## config.mk

```make
export PLATFORM = sky130hd
export DESIGN_NAME = drs_top
export DESIGN_NICKNAME = d
export VERILOG_FILES = /design/src/hdl/drs_top.v
export VERILOG_INCLUDE_DIRS = /design/src /design/src/inc
export SDC_FILE = /design/constraint.sdc
export NUM_CORES = 1
export LEC_CHECK = 0
export BUFFER_PORTS_ARGS = -buffer_cell sky130_fd_sc_hd__buf_2
export CAP_MARGIN = 5
export CORE_ASPECT_RATIO = 1.1
export CORE_MARGIN = 2
export CORE_UTILIZATION = 58
export CTS_CLUSTER_SIZE = 24
export DETAILED_ROUTE_END_ITERATION = 8
export MAX_ROUTING_LAYER = met4
export PLACE_DENSITY = 0.89
export SLEW_MARGIN = 15
export SYNTH_ARGS = -nofsm -noshare
export SYNTH_HDL_FRONTEND = slang
export SYNTH_SLANG_ARGS = --single-unit
```

## constraint.sdc

```tcl
create_clock -name clk -period 4.68 [get_ports clk]
set_clock_uncertainty 0.1 [all_clocks]
set_input_delay 0.702 -clock clk [delete_from_list [all_inputs] [get_ports clk]]
set_output_delay 0.702 -clock clk [all_outputs]
set_load 0.02 [all_outputs]
```

## src/inc/drs_consts.vh

```
// Register map, field positions and timing constants of the device reset supervisor
`ifndef DRS_CONSTS_VH
`define DRS_CONSTS_VH

// Register word offsets (byte addresses)
`define DRS_ADDR_W 5
`define DRS_OFS_CTRL 5'h00
`define DRS_OFS_LEVEL 5'h04
`define DRS_OFS_WDT_CTRL 5'h08
`define DRS_OFS_WDT_TIMEOUT 5'h0c
`define DRS_OFS_BUZZ_PERIOD 5'h10
`define DRS_OFS_STATUS 5'h14
`define DRS_OFS_MON_STATE 5'h18

// Control register fields
`define DRS_CTRL_SW_RESET 0
`define DRS_CTRL_SW_BLOCK 1
`define DRS_CTRL_ANA_REG_EN 2
`define DRS_CTRL_ANALOG_LOW_VOLTAGE_IRQ_EN 3
`define DRS_CTRL_DIGITAL_LOW_VOLTAGE_IRQ_EN 4
`define DRS_CTRL_ANALOG_HIGH_VOLTAGE_IRQ_EN 5
`define DRS_CTRL_ANALOG_LOW_VOLTAGE_IRQ_RST 6
`define DRS_CTRL_DIGITAL_LOW_VOLTAGE_IRQ_RST 7
`define DRS_CTRL_RESET 8'h04

// Watchdog control fields
`define DRS_WDT_EN_BIT 0
`define DRS_WDT_KICK_BIT 1
`define DRS_WDT_TIMEOUT_RESET 16'hffff

// Status fields
`define DRS_ST_EXTERNAL_RESET_N 0
`define DRS_ST_PRECISE_LOW_VOLTAGE_RESET 1
`define DRS_ST_SOFTWARE_RESET 2
`define DRS_ST_WATCHDOG_RESET 3
`define DRS_ST_LVI_RST 4
`define DRS_ST_ANALOG_LOW_VOLTAGE_IRQ 5
`define DRS_ST_DIGITAL_LOW_VOLTAGE_IRQ 6
`define DRS_ST_ANALOG_HIGH_VOLTAGE_IRQ 7
`define DRS_ST_IRQ_MASK 8'he0

// Trip levels: code 0 is 1.70 V, each step 250 mV
`define DRS_LEVEL_STEP_MV 250
`define DRS_LEVEL_RESET 8'h00
`define DRS_BUZZ_PERIOD_RESET 16'h0100

// Timing
`define DRS_CLK_PS 8000
`define DRS_INITIAL_POWER_MONITOR_MIN_NS 150
`define DRS_BUZZ_ON_CYC 16
`define DRS_WDT_TICK_CYC 1024

`endif

```

## src/hdl/drs_top.v

```verilog
// Device reset supervisor: reset sources, supply monitors, watchdog, status
`timescale 1ns/1ps
`include "drs_consts.vh"

module drs_top #(
   parameter WDT_TICK = `DRS_WDT_TICK_CYC,
   parameter BUZZ_ON = `DRS_BUZZ_ON_CYC
) (
   input wire clk, // System clock, 125 MHz
   input wire rst_n, // Initial power monitor output, low while supplies low
   input wire external_reset_n, // External reset pin, active low
   input wire precise_low_voltage_reset_trip, // Precise monitor comparator, high on fault
   input wire analog_low_voltage_irq_cmp, // Analog low-voltage comparator, high below level
   input wire digital_low_voltage_irq_cmp, // Digital low-voltage comparator, high below level
   input wire analog_high_voltage_irq_cmp, // Analog high-voltage comparator, high above level
   input wire sleep_mode, // Power manager: sleep
   input wire hibernate_mode, // Power manager: hibernate
   input wire [`DRS_ADDR_W-1:0] address, // Avalon byte address
   input wire read, // Avalon read
   input wire write, // Avalon write
   input wire [31:0] writedata, // Avalon write data
   output reg [31:0] readdata, // Avalon read data
   output wire waitrequest, // Avalon wait request
   output reg device_reset_n, // Device-wide reset, active low
   output reg initial_power_monitor_mon_en, // Initial power monitor enable
   output reg precise_low_voltage_reset_dig_en, // Digital precise monitor enable
   output reg precise_low_voltage_reset_ana_en, // Analog precise monitor enable
   output reg analog_reg_en, // Analog regulator enable
   output reg analog_low_voltage_irq_mon_en, // Analog low-voltage monitor enable
   output reg digital_low_voltage_irq_mon_en, // Digital low-voltage monitor enable
   output reg analog_high_voltage_irq_mon_en, // Analog high-voltage monitor enable
   output reg [3:0] analog_low_voltage_irq_trip_level, // Analog trip level code
   output reg [3:0] digital_low_voltage_irq_trip_level, // Digital trip level code
   output reg monitor_irq, // Monitor interrupt to processor
   output reg wake_req // Wake request to power manager
);

   localparam STRETCH = (`DRS_INITIAL_POWER_MONITOR_MIN_NS * 1000 + `DRS_CLK_PS - 1) / `DRS_CLK_PS;
   localparam [7:0] STRETCH_CNT = STRETCH[7:0];
   localparam [15:0] BUZZ_ON_CNT = BUZZ_ON[15:0];
   localparam [15:0] WDT_TICK_CNT = WDT_TICK[15:0];

   // async assert
   // Any raw source reloads the stretch counter with STRETCH_CNT at once; release waits for clk
   wire raw_rst_n = rst_n & external_reset_n & ~(precise_low_voltage_reset_trip & precise_low_voltage_reset_dig_en);

   reg [7:0] stretch_q;
   reg sync_req;
   always @(posedge clk or negedge raw_rst_n) begin
      if (!raw_rst_n) begin
         stretch_q <= STRETCH_CNT;
         device_reset_n <= 1'b0;
      end else begin
         if (sync_req) begin
            stretch_q <= STRETCH_CNT;
            device_reset_n <= 1'b0;
         end else if (stretch_q != 8'h00) begin
            stretch_q <= stretch_q - 8'h01;
            device_reset_n <= 1'b0;
         end else begin
            device_reset_n <= 1'b1;
         end
      end
   end

   // Pin inputs: three stages, change accepted once stages two and three agree
   reg [2:0] xr_s, pr_s, al_s, dl_s, ah_s;
   reg xr_f, pr_f, al_f, dl_f, ah_f;
   always @(posedge clk or negedge rst_n) begin
      if (!rst_n) begin
         xr_s <= 3'h7;
         pr_s <= 3'h0;
         al_s <= 3'h0;
         dl_s <= 3'h0;
         ah_s <= 3'h0;
         xr_f <= 1'b1;
         pr_f <= 1'b0;
         al_f <= 1'b0;
         dl_f <= 1'b0;
         ah_f <= 1'b0;
      end else begin
         xr_s <= {xr_s[1:0], external_reset_n};
         pr_s <= {pr_s[1:0], precise_low_voltage_reset_trip};
         al_s <= {al_s[1:0], analog_low_voltage_irq_cmp};
         dl_s <= {dl_s[1:0], digital_low_voltage_irq_cmp};
         ah_s <= {ah_s[1:0], analog_high_voltage_irq_cmp};
         if (xr_s[1] == xr_s[2])
            xr_f <= xr_s[2];
         if (pr_s[1] == pr_s[2])
            pr_f <= pr_s[2];
         if (al_s[1] == al_s[2])
            al_f <= al_s[2];
         if (dl_s[1] == dl_s[2])
            dl_f <= dl_s[2];
         if (ah_s[1] == ah_s[2])
            ah_f <= ah_s[2];
      end
   end

   // Power-on domain: survives all but the initial power monitor
   reg por_done_q;
   reg wdt_en_q;
   reg [7:0] status_q;
   reg [7:0] status_set;
   wire acc_ok;
   wire wr_ctrl = write & acc_ok & (address == `DRS_OFS_CTRL);
   wire wr_wdt = write & acc_ok & (address == `DRS_OFS_WDT_CTRL);
   wire wr_stat = write & acc_ok & (address == `DRS_OFS_STATUS);

   always @(posedge clk or negedge rst_n) begin
      if (!rst_n) begin
         por_done_q <= 1'b0;
         wdt_en_q <= 1'b0;
         status_q <= 8'h00;
      end else begin
         if (device_reset_n)
            por_done_q <= 1'b1;
         if (wr_wdt & writedata[`DRS_WDT_EN_BIT])
            wdt_en_q <= 1'b1;
         status_q <= (status_q & ~(wr_stat ? (writedata[7:0] & `DRS_ST_IRQ_MASK) : 8'h00))
                     | status_set;
      end
   end

   // Device domain: control registers, watchdog, buzz
   reg [7:0] ctrl_q;
   reg [7:0] level_q;
   reg [15:0] wdt_timeout_q;
   reg [15:0] buzz_period_q;
   reg [15:0] wdt_tick_q;
   reg [15:0] wdt_cnt_q;
   reg [15:0] buzz_cnt_q;
   reg buzz_q;
   reg ack_q;
   reg [2:0] irq_pend_q;

   wire sw_req = wr_ctrl & writedata[`DRS_CTRL_SW_RESET] & ~ctrl_q[`DRS_CTRL_SW_BLOCK];
   wire wdt_req = wdt_en_q & (wdt_cnt_q >= wdt_timeout_q) & (wdt_tick_q == 16'h0000);
   wire analog_low_voltage_irq_ev = al_f & analog_low_voltage_irq_mon_en;
   wire digital_low_voltage_irq_ev = dl_f & digital_low_voltage_irq_mon_en;
   wire analog_high_voltage_irq_ev = ah_f & analog_high_voltage_irq_mon_en;
   wire lvi_req = (analog_low_voltage_irq_ev & ctrl_q[`DRS_CTRL_ANALOG_LOW_VOLTAGE_IRQ_RST]) | (digital_low_voltage_irq_ev & ctrl_q[`DRS_CTRL_DIGITAL_LOW_VOLTAGE_IRQ_RST]);
   wire in_sleep = sleep_mode | hibernate_mode;

   always @* begin
      sync_req = sw_req | wdt_req | lvi_req;
      status_set = 8'h00;
      status_set[`DRS_ST_EXTERNAL_RESET_N] = ~xr_f;
      status_set[`DRS_ST_PRECISE_LOW_VOLTAGE_RESET] = pr_f & precise_low_voltage_reset_dig_en;
      status_set[`DRS_ST_SOFTWARE_RESET] = sw_req;
      status_set[`DRS_ST_WATCHDOG_RESET] = wdt_req;
      status_set[`DRS_ST_LVI_RST] = lvi_req;
      status_set[`DRS_ST_ANALOG_LOW_VOLTAGE_IRQ] = analog_low_voltage_irq_ev & ~ctrl_q[`DRS_CTRL_ANALOG_LOW_VOLTAGE_IRQ_RST];
      status_set[`DRS_ST_DIGITAL_LOW_VOLTAGE_IRQ] = digital_low_voltage_irq_ev & ~ctrl_q[`DRS_CTRL_DIGITAL_LOW_VOLTAGE_IRQ_RST];
      status_set[`DRS_ST_ANALOG_HIGH_VOLTAGE_IRQ] = analog_high_voltage_irq_ev;
   end

   // Avalon: one wait cycle, write lands on the cycle waitrequest drops
   assign waitrequest = (read | write) & ~ack_q;
   assign acc_ok = ack_q;

   // all control state except wdt_en_q follows device reset
   always @(posedge clk or negedge device_reset_n) begin
      if (!device_reset_n) begin
         ctrl_q <= `DRS_CTRL_RESET;
         level_q <= `DRS_LEVEL_RESET;
         wdt_timeout_q <= `DRS_WDT_TIMEOUT_RESET;
         buzz_period_q <= `DRS_BUZZ_PERIOD_RESET;
         wdt_tick_q <= WDT_TICK_CNT;
         wdt_cnt_q <= 16'h0000;
         buzz_cnt_q <= 16'h0000;
         buzz_q <= 1'b0;
         ack_q <= 1'b0;
         readdata <= 32'h00000000;
         irq_pend_q <= 3'h0;
      end else begin
         ack_q <= (read | write) & ~ack_q;
         if (read & ~ack_q) begin
            case (address)
               `DRS_OFS_CTRL: readdata <= {24'h000000, ctrl_q};
               `DRS_OFS_LEVEL: readdata <= {24'h000000, level_q};
               `DRS_OFS_WDT_CTRL: readdata <= {31'h00000000, wdt_en_q};
               `DRS_OFS_WDT_TIMEOUT: readdata <= {16'h0000, wdt_timeout_q};
               `DRS_OFS_BUZZ_PERIOD: readdata <= {16'h0000, buzz_period_q};
               `DRS_OFS_STATUS: readdata <= {24'h000000, status_q};
               `DRS_OFS_MON_STATE: readdata <= {22'h000000, buzz_q, por_done_q,
                  xr_f, pr_f, al_f, dl_f, ah_f, monitor_irq, wake_req, ~device_reset_n};
               default: readdata <= 32'h00000000;
            endcase
         end
         if (wr_ctrl)
            ctrl_q <= {writedata[7:1], 1'b0};
         if (write & acc_ok & (address == `DRS_OFS_LEVEL))
            level_q <= writedata[7:0];
         if (write & acc_ok & (address == `DRS_OFS_WDT_TIMEOUT))
            wdt_timeout_q <= writedata[15:0];
         if (write & acc_ok & (address == `DRS_OFS_BUZZ_PERIOD))
            buzz_period_q <= writedata[15:0];
         if (~wdt_en_q | (wr_wdt & writedata[`DRS_WDT_KICK_BIT])) begin
            wdt_cnt_q <= 16'h0000;
            wdt_tick_q <= WDT_TICK_CNT;
         end else if (wdt_tick_q == 16'h0000) begin
            wdt_tick_q <= WDT_TICK_CNT;
            if (wdt_cnt_q != 16'hffff)
               wdt_cnt_q <= wdt_cnt_q + 16'h0001;
         end else begin
            wdt_tick_q <= wdt_tick_q - 16'h0001;
         end
         if (sleep_mode & ~hibernate_mode) begin
            if (buzz_cnt_q >= buzz_period_q) begin
               buzz_cnt_q <= 16'h0000;
               buzz_q <= 1'b1;
            end else begin
               buzz_cnt_q <= buzz_cnt_q + 16'h0001;
               if (buzz_cnt_q >= BUZZ_ON_CNT)
                  buzz_q <= 1'b0;
            end
         end else begin
            buzz_cnt_q <= 16'h0000;
            buzz_q <= 1'b0;
         end
         irq_pend_q <= irq_pend_q | {status_set[`DRS_ST_ANALOG_HIGH_VOLTAGE_IRQ], status_set[`DRS_ST_DIGITAL_LOW_VOLTAGE_IRQ],
                                     status_set[`DRS_ST_ANALOG_LOW_VOLTAGE_IRQ]};
         if (wr_stat)
            irq_pend_q <= (irq_pend_q & ~{writedata[`DRS_ST_ANALOG_HIGH_VOLTAGE_IRQ], writedata[`DRS_ST_DIGITAL_LOW_VOLTAGE_IRQ],
                           writedata[`DRS_ST_ANALOG_LOW_VOLTAGE_IRQ]}) | {status_set[`DRS_ST_ANALOG_HIGH_VOLTAGE_IRQ],
                           status_set[`DRS_ST_DIGITAL_LOW_VOLTAGE_IRQ], status_set[`DRS_ST_ANALOG_LOW_VOLTAGE_IRQ]};
      end
   end

   // Monitor enables, registered so the analog side sees clean levels
   wire mon_window = por_done_q & (~in_sleep | buzz_q);
   always @(posedge clk or negedge rst_n) begin
      if (!rst_n) begin
         initial_power_monitor_mon_en <= 1'b1;
         precise_low_voltage_reset_dig_en <= 1'b0;
         precise_low_voltage_reset_ana_en <= 1'b0;
         analog_reg_en <= 1'b1;
         analog_low_voltage_irq_mon_en <= 1'b0;
         digital_low_voltage_irq_mon_en <= 1'b0;
         analog_high_voltage_irq_mon_en <= 1'b0;
         analog_low_voltage_irq_trip_level <= 4'h0;
         digital_low_voltage_irq_trip_level <= 4'h0;
         monitor_irq <= 1'b0;
         wake_req <= 1'b0;
      end else begin
         initial_power_monitor_mon_en <= ~por_done_q;
         // no software term on digital part
         precise_low_voltage_reset_dig_en <= mon_window;
         precise_low_voltage_reset_ana_en <= mon_window & ctrl_q[`DRS_CTRL_ANA_REG_EN];
         analog_reg_en <= ctrl_q[`DRS_CTRL_ANA_REG_EN];
         analog_low_voltage_irq_mon_en <= mon_window & ctrl_q[`DRS_CTRL_ANALOG_LOW_VOLTAGE_IRQ_EN];
         digital_low_voltage_irq_mon_en <= mon_window & ctrl_q[`DRS_CTRL_DIGITAL_LOW_VOLTAGE_IRQ_EN];
         analog_high_voltage_irq_mon_en <= mon_window & ctrl_q[`DRS_CTRL_ANALOG_HIGH_VOLTAGE_IRQ_EN];
         analog_low_voltage_irq_trip_level <= level_q[3:0];
         digital_low_voltage_irq_trip_level <= level_q[7:4];
         wake_req <= (irq_pend_q != 3'h0) & in_sleep;
         monitor_irq <= (irq_pend_q != 3'h0) & ~in_sleep;
      end
   end

   // handled by raw_rst_n above: pin acts in every mode, trip only while precise_low_voltage_reset_dig_en is high

endmodule

```

-- After elaboration in Yosys (flattened, before gate mapping)
Cells that the tools add are included.
- add/sub/neg operators: 4
- $lt $le $gt $ge: 3
- equal/unequal tests: 13
- muxes and demuxes: 17
- bitwise gates (word level): 59
- reduce and logical (&&, ||, !) cells: 8
- operators with widths (kind ; count):
    $mux 16 ; 7
    $pmux 16 s7 ; 1
    $and 1x1->1 ; 34
    $add 16x1->16 const B ; 2
    $ge 16x16->1 ; 2
    $mux 8 ; 3
    $ge 16x5->1 const B ; 1
    $logic_not 16->1 ; 1
    $ne 16x16->1 const B ; 1
    $sub 16x1->16 const B ; 1
    $eq 5x5->1 const B ; 3
    $not 1->1 ; 11
    $eq 5x4->1 const B ; 2
    $and 8x8->8 ; 1
    $not 8->8 ; 1
    $or 8x8->8 ; 1
    $reduce_bool 8->1 ; 1
    $sub 8x1->8 const B ; 1
    $or 1x1->1 ; 7
    $or 3x3->3 ; 2
    $reduce_bool 2->1 ; 3
    $eq 1x1->1 ; 5
    $eq 5x3->1 const B ; 1
    $logic_not 5->1 ; 1
    7 further kinds ; 11
- flip-flop bits (word level): 188
- input port bits: 48
- output and inout bits: 51
- logic and storage cells: 141

-- Logic depth before layout (Yosys ltp)
Gate-level depths: netlist (run 1).
- depth after elaboration: 7
- gate-level depth with buffers: 8
- gate-level depth less buffers: 7

-- Least setup slack after synthesis (run 1)
OpenSTA, ideal clock, no wires.
- path type: register to register
- start: register device_reset_n
- end: register readdata[0]
- setup time: 0.118 ns
- data arrival time: 3.630 ns
- data required time: 4.462 ns
- setup slack: 0.831 ns
- cell stages (with the launch flop): 5
- path buffers: 0
- clock period less this slack: 3.849 ns
- cell sequence: dfrtp_1 inv_1 a22oi_1 a31oi_1 a21o_1
- longest elaborated chain between the ends: 2
- ends and longest elaborated chain (item ; line ; source):
    start, declared ; drs_top.v:24 ; output reg device_reset_n,
    start signal, assigned ; drs_top.v:52 ; device_reset_n <= 1'b0;
    start signal, assigned ; drs_top.v:56 ; device_reset_n <= 1'b0;
    start signal, assigned ; drs_top.v:59 ; device_reset_n <= 1'b0;
    $not 1->1 ; drs_top.v:187 ; xr_f, pr_f, al_f, dl_f, ah_f, monitor_irq, wake_req, ~device_reset_n};
    $pmux 16 s7 ; drs_top.v:179 ; case (address)
    end signal, assigned ; drs_top.v:180 ; `DRS_OFS_CTRL: readdata <= {24'h000000, ctrl_q};
    end signal, assigned ; drs_top.v:181 ; `DRS_OFS_LEVEL: readdata <= {24'h000000, level_q};
    end signal, assigned ; drs_top.v:182 ; `DRS_OFS_WDT_CTRL: readdata <= {31'h00000000, wdt_en_q};
    end, declared ; drs_top.v:22 ; output reg [31:0] readdata,
Every way passes these cells.
A chain may end at the register's enable or synchronous reset.

-- Worst setup path after layout (run 1)
- start: register wdt_timeout_q[13]
- end: register device_reset_n
- longest elaborated chain between the ends: 6
- ends and longest elaborated chain (item ; line ; source):
    start, declared ; drs_top.v:128 ; reg [15:0] wdt_timeout_q;
    start signal, assigned ; drs_top.v:167 ; wdt_timeout_q <= `DRS_WDT_TIMEOUT_RESET;
    start signal, assigned ; drs_top.v:196 ; wdt_timeout_q <= writedata[15:0];
    $ge 16x16->1 ; drs_top.v:138 ; wire wdt_req = wdt_en_q & (wdt_cnt_q >= wdt_timeout_q) & (wdt_tick_q == 16'h0000);
    $and 1x1->1 (2 in series) ; drs_top.v:138 ;
    $or 1x1->1 (2 in series) ; drs_top.v:146 ; sync_req = sw_req | wdt_req | lvi_req;
    $mux 1 ; drs_top.v:54 ; if (sync_req) begin
Every way passes these cells.

==> key figures, run 1 <==
Power and ir drop
  – Sw frac: 30.60%
  – Pwr/cell area: 419.3 mW/mm^2
  – Switch Pwr: approximately 1.2 mW
  – Int Pwr: between 2 and 3 mW
  – Max rail drop VDD: about 0.28 mV
  – LEAKAGE: 4.323 nW
  – Power consumption: between 3 and 4 mW
  – Combinational share of power: 16.6%
  – Clock power share: 35.9%
  – Flop pwr share: a little under half

Synthesis
  – Yosys cell types: between 60 and 70
  – Post-synth EDFFs: 0
  – Synthesized area: between 0.008 and 0.009 mm^2
  – Syn. warnings: 0
  – Synth Flop Type: dfrtp_1
  – Register area share after synthesis: a little over half
  – Yosys reg bits: between 150 and 200
  – Post-synth ARST share: 100.0%
  – Post-Syn Area per Cell: 10.47 um^2
  – Mapped Cells: a little under 800

STA
  – Total negative slack: 0 ps
  – Fmax: 0.3475 GHz
  – RSZ-0062 raised after global routing: no
  – Setup violators final: 0
  – Worst Max-Slew Pin Slew: between 1000 and 1500 ps
  – Final Hold Viols: 0
  – Slew HR: between 15 and 20%
  – Tcrit/Tclk final: roughly three fifths
  – Hold_ws: 218.1 ps
  – Pins over their slew limit: 0
  – Tmin final: 2877 ps

Clock tree
  – Clock sinks: 172
  – Post-CTS setup buffer count: 0
  – Resized cells post-CTS: 0
  – Worst-path clk slew: 80 ps
  – CTS tree: done
  – Total CTS buffers: 17
  – Clock buffer depth: 2
  – # hold bufs at CTS: 0
  – Worst-Skew Late Latency: about 440 ps
  – Clock root buffer: clkbuf_16
  – H-tree Lvls: 4

Status
  – Status: finished clean

GRT
  – Total grt overflow: 0
  – Initial antenna violation count: 1
  – First-pass GRT wire length: 30.32 mm
  – Largest net degree at the start of global routing: 78
  – Total GRT Usage: around 27%
  – Number of global-route vias before repair: roughly 6000

Worst setup path
  – Critical path arrival: between 3000 and 4000 ps
  – Worst-path cell chain: inv_1, ha_1, nand4_1, or3_1, or4_1, a311oi_4, nor3_1
  – Slowest-stage cell, CP: or4_1
  – Slowest stage delay, CP: 590 ps
  – R2R cell count: 7
  – CP required: between 4000 and 5000 ps
  – Stages on worst setup path: 7
  – Critical path start-end classification: reg -> reg
  – Worst setup EP type: flop
  – Crit Path Max Fanout: 10
  – Nature of the critical path startpoint: flop
  – Top delay family on crit path: simple AND/OR/NAND/NOR gates
  – CP bufs+invs: 1

Drt
  – Vias after detailed routing: just over 6000
  – DRT antenna net count: 0
  – Drt wl/cell: 17.65 um
  – Pre-Repair DR Iteration Count: 6
  – Vias/cell: approximately 5.9
  – Detailed Route Iter0 Violations: 582
  – Total Wirelength: ~18 mm
  – Residual DRC: 0

Cells and area
  – Area grow syn2layout: 13.27%
  – Share of cells above drive strength 1: 19.39%
  – Most common cell after layout, fill and taps aside: dfrtp_1
  – Multi-input gate area: 0.003438 mm^2
  – FILL cells: 1022
  – Storage cell area: 0.004343 mm^2
  – Total Nets Final: roughly 930
  – Post-route cell area: 0.009188 mm^2
  – Final core occ: 66.88%
  – Most frequent cells in the layout: dfrtp_1 (143), nand2_1 (85), buf_2 (66)

Floorplan
  – # IOs: 99
  – Core area: between 0.01 and 0.015 mm^2
  – Full die area: ~0.015 mm^2
  – Die width: 116.8 um
  – Initial Util: 59.04%
  – Chip height: around 130 um
  – Row count: 45

Hold path
  – Hold Crit Class: reg -> async

Placement
  – Placed Area: between 0.008 and 0.009 mm^2
  – Final RePlAce weighted congestion: approximately 0.9
  – Dpl hpwl: roughly 13 mm
  – Port bufs: 66

Job
  – Max-Cap Viols: 0
worst paths after layout:
| kind | slack (ps) | end | startpoint |
|---|---|---|---|
| hold reg to reg | 220 | irq_pend_q[2] | device_reset_n |
| setup / recovery | 1800 | device_reset_n | wdt_timeout_q[13] |
| max in group asynchronous | 2780 | device_reset_n | rst_n |
| min in group clk | 250 | ah_s[1] | ah_s[0] |
| hold / removal | 220 | irq_pend_q[2] | device_reset_n |
| setup reg to reg | 1800 | device_reset_n | wdt_timeout_q[13] |
worst register-to-register path, delay by kind of cell (launching register included):
| kind | cells | cell delay (ps) |
|---|---|---|
| compound gates | 1 | 540 |
| fa+ha+maj | 1 | 320 |
| buf+inv | 1 | 60 |
| flops | 1 | 540 |
| simple gates | 4 | 1170 |
flip-flops by register name, indices dropped and copies added, names as in the netlist, 7 cells and up:
signal and cells:
buzz_cnt_q 16, readdata 16, wdt_cnt_q 16, level_q 8
wdt_tick_q 16, buzz_period_q 16, status_q 8, ctrl_q 7
wdt_timeout_q 16, stretch_q 8
per-layer routing:
layer / vias up / wire, um / track usage (%)
met5: - / 0 / -
met4: 0 / 709 / 12.39
met3: 56 / 1049 / 5.768
met2: 240 / 9421 / 44.13
met1: 3054 / 7265 / 33.17
li1: 2849 / - / -
cell type report:
cell class / count / share of cell area, %
antenna: 1 / 0.02724
clock buffer: 17 / 4.630
clock inverter: 15 / 1.879
inverter: 50 / 2.043
multi-input combinational: 529 / 37.42
sequential: 172 / 47.27
tap: 188 / 2.560
timing repair buffer: 73 / 4.167
cell families (layout without fill, tap and decap cells):
| group | after synthesis | in the layout | share of synthesized area, % |
|---|---|---|---|
| other | 1 | 17 | 0.04623 |
| xor gates and xnor gates | 31 | 31 | 3.347 |
| and+or+nand+nor | 255 | 255 | 15.56 |
| AOI/OAI and AO/OA | 164 | 164 | 13.37 |
| muxes | 20 | 20 | 2.715 |
| adders and majority gates | 43 | 43 | 6.479 |
| DFF | 172 | 172 | 53.49 |
| buffers and inverters | 89 | 155 | 4.982 |
power by group through the flow:
stage          Combinational, mW  Sequential (mW)  Clock (mW)
6_report                   0.638             1.83        1.38
5_1_grt                    0.716             1.85        1.47
4_1_cts                    0.638             1.83        1.40
3_5_place_dp               0.630             1.85           0
3_3_place_gp               0.601             1.84           0
2_1_floorplan              0.463             1.84           0
through the flow:
step           std cells  setup WS [ps]
6_report            1045           1803
4_1_cts             1044           1815
3_3_place_gp        1012           1687
2_1_floorplan        790          831.5
5_1_grt             1045           1668
3_5_place_dp        1012           1594
cell usage after synthesis (all sizes together) (12+ instances only):
cell | n | area, um^2
inv | 50 | 187.7
a22oi | 26 | 195.2
nor3 | 19 | 105.1
nor4 | 14 | 87.58
mux2 | 16 | 180.2
ha | 38 | 475.5
o21ai | 54 | 270.3
a21oi | 26 | 130.1
xnor2 | 24 | 210.2
buf | 20 | 145.1
dfstp | 28 | 735.7
nor2 | 52 | 195.2
dfrtp | 144 | 3603
nand2 | 85 | 319.1
clkbuf | 19 | 71.32
or4 | 12 | 97.59
nand3 | 15 | 75.07
Note: power is estimated with default switching activity, not from simulation.
==> run 2: changes to the inputs <==
==> constraint.sdc (replaced) <==
create_clock -name clk -period 3 [get_ports clk]
set_clock_uncertainty 0.1 [all_clocks]
set_input_delay 0.45 -clock clk [delete_from_list [all_inputs] [get_ports clk]]
set_output_delay 0.45 -clock clk [all_outputs]
set_load 0.02 [all_outputs]
==> run 2 against run 1 <==
Critical path depth unchanged. Clock power increased by 61%. Combinational power is 61% higher. Sequential share of layout area fell by 0.26 points. Global-route usage increased by 1.2 points. Final cell count grew 0.57%. First-iteration DRC count is 18% lower. Cell area is 0.56% higher. Die area is the same. Sequential power increased by 56%. Flip-flop and latch count unchanged. Via count is 0.90% higher. Largest cell class unchanged. Highest routed layer unchanged.
==> key figures, run 2 (synthesized netlist as in run 1, its figures left out) <==
GRT
  – First-pass GRT wire length: 31.63 mm (+4.3%)
  – Largest net degree at the start of global routing: 117 (+50%)
  – Initial antenna violation count: 0 (-1)
  – Number of global-route vias before repair: 6411 (+4.2%)
  – Total grt overflow: 0 (unchanged)
  – Total GRT Usage: 28.59% (+1.2 points)

Clock tree
  – Clock sinks: 172 (unchanged)
  – Worst-Skew Late Latency: 430 ps (about the same)
  – # hold bufs at CTS: 0 (unchanged)
  – Clock buffer depth: 2 (unchanged)
  – Worst-path clk slew: 70 ps (about the same)
  – CTS tree: done
  – Clock root buffer: clkbuf_16
  – Resized cells post-CTS: 0 (unchanged)
  – H-tree Lvls: 4 (unchanged)
  – Total CTS buffers: 17 (unchanged)
  – Post-CTS setup buffer count: 0 (unchanged)

Floorplan
  – Row count: 45 (unchanged)
  – Core area: 0.01374 mm^2 (unchanged)
  – Die width: 116.8 um (unchanged)
  – Chip height: 128.0 um (unchanged)
  – Full die area: 0.01495 mm^2 (unchanged)
  – # IOs: 99 (unchanged)
  – Initial Util: 59.04% (unchanged)

STA
  – Total negative slack: 0 ps (unchanged)
  – Final Hold Viols: 0 (unchanged)
  – Fmax: 0.3496 GHz (+0.58%)
  – Tcrit/Tclk final: 95.36% (+34 points)
  – Tmin final: 2861 ps (-16.64 ps)
  – Pins over their slew limit: 0 (unchanged)
  – RSZ-0062 raised after global routing: no
  – Worst Max-Slew Pin Slew: 872.7 ps (-325.0 ps)
  – Setup violators final: 0 (unchanged)
  – Slew HR: 41.82% (+22 points)

Worst setup path
  – CP required: 3190 ps (-1680 ps)
  – Critical path startpoint: wdt_timeout_q[14]
  – Crit Path Max Fanout: 10 (unchanged)
  – Critical R2R Launch: wdt_timeout_q[14]
  – Slowest stage delay, CP: 580 ps (about the same)
  – Slowest-stage cell, CP: or4_1
  – Critical path start-end classification: reg -> reg
  – Critical path arrival: 3050 ps (-20 ps)
  – Worst-path cell chain: inv_1, ha_1, nand2_1, or3_1, or4_1, a311oi_4, nor4_1
  – Nature of the critical path startpoint: flop
  – Worst setup EP type: flop

Hold path
  – Hold Crit Class: in -> reg
  – Min-delay src: analog_low_voltage_irq_cmp

Job
  – Max-Cap Viols: 0 (unchanged)

Status
  – Status: finished clean

Drt
  – Vias after detailed routing: 6255 (+0.90%)
  – Detailed Route Iter0 Violations: 475 (-18%)
  – Pre-Repair DR Iteration Count: 6 (unchanged)
  – Total Wirelength: 19.51 mm (+5.8%)
  – Vias/cell: 5.951 (+0.33%)
  – Drt wl/cell: 18.56 um (+5.2%)
  – Residual DRC: 0 (unchanged)
  – DRT antenna net count: 0 (unchanged)

Power and ir drop
  – Pwr/cell area: 660.5 mW/mm^2 (+58%)
  – Max rail drop VDD: 0.3651 mV (+33%)
  – LEAKAGE: 4.355 nW (+0.74%)

Cells and area
  – Post-route cell area: 0.009239 mm^2 (+0.56%)
  – Most common cell after layout, fill and taps aside: dfrtp_1
  – Most frequent cells in the layout: dfrtp_1 (143), nand2_1 (85), buf_2 (66)
  – Area grow syn2layout: 13.90%
  – # diodes: 0 (-1)
  – Share of cells above drive strength 1: 19.70% (+0.31 points)
  – Total Nets Final: 936 (+0.75%)

Placement
  – Placed Area: 0.008652 mm^2 (+0.76%)
  – Final RePlAce weighted congestion: 0.9225 (+3.7%)
  – Dpl hpwl: 13.40 mm (+2.9%)
  – Port bufs: 66 (unchanged)
[run 2: cell types whose count changed in the layout (fill, tap and decap cells not counted), moves of 2 or more]
cell / previous run / this run
clkinv_8: 4 / 0
bufinv_16: 0 / 2
clkbuf_1: 0 / 3
buf_4: 7 / 13
[run 2: stage by stage]
stage          std cells  hold WS (ps)  power, mW  utilization, %  worst slack (ps)
3_5_place_dp        1019         237.8      3.890           62.98             201.8
6_report            1051         20.42      6.102           67.25             139.3
5_1_grt             1051         9.785      6.372           67.25             25.69
4_1_cts             1051         13.13      6.106           67.25             128.8
2_1_floorplan        790         54.41      3.586               -             420.0
3_3_place_gp        1019         236.3      3.830           62.98             254.7
[run 2: cell type report]
class	instances	area, um^2
clock buffer	20	436.7
clock inverter	12	150.1
multi-input combinational	529	3438
sequential	172	4343
tap	188	235.2
timing repair buffer	80	447.9
fill	985	4499
inverter	50	187.7
[run 2: path summary, 6_finish.rpt]
kind | end | slack, ps | cells past startpoint
min in group asynchronous | digital_low_voltage_irq_trip_level[1] | 80 | 2
worst max register to register | stretch_q[6] | 140 | 7
worst min-delay path | al_s[0] | 20 | 1
worst min register to register | pr_s[1] | 250 | 0
worst max-delay path | stretch_q[6] | 140 | 7
max in group asynchronous | device_reset_n | 1730 | 1
[run 2: critical path: cells and delay by family, from the launching register on]
kind	cells	cell delay (ps)
AND/OR/NAND/NOR	4	1180
buffers and inverters	1	70
flip-flops	1	530
AO/OA/AOI/OAI	1	550
adder cells (fa/ha/maj)	1	280
[run 2: where the power goes]
part	internal [mW]	switching (mW)	leakage, nW
registers	2.65	0.208	2.16
logic	0.411	0.618	1.91
clock network	1.25	0.962	0.286
total	4.31	1.79	4.36
[run 2: per-layer routing]
layer / vias to the layer above / wire, um / track usage [%] / part of all wire (%)
met5: - / 0 / - / 0
met4: 0 / 786 / 14.26 / 4.0
met3: 64 / 1097 / 5.957 / 5.6
met2: 234 / 10030 / 46.79 / 51
met1: 3096 / 7594 / 33.45 / 39
li1: 2861 / - / - / -
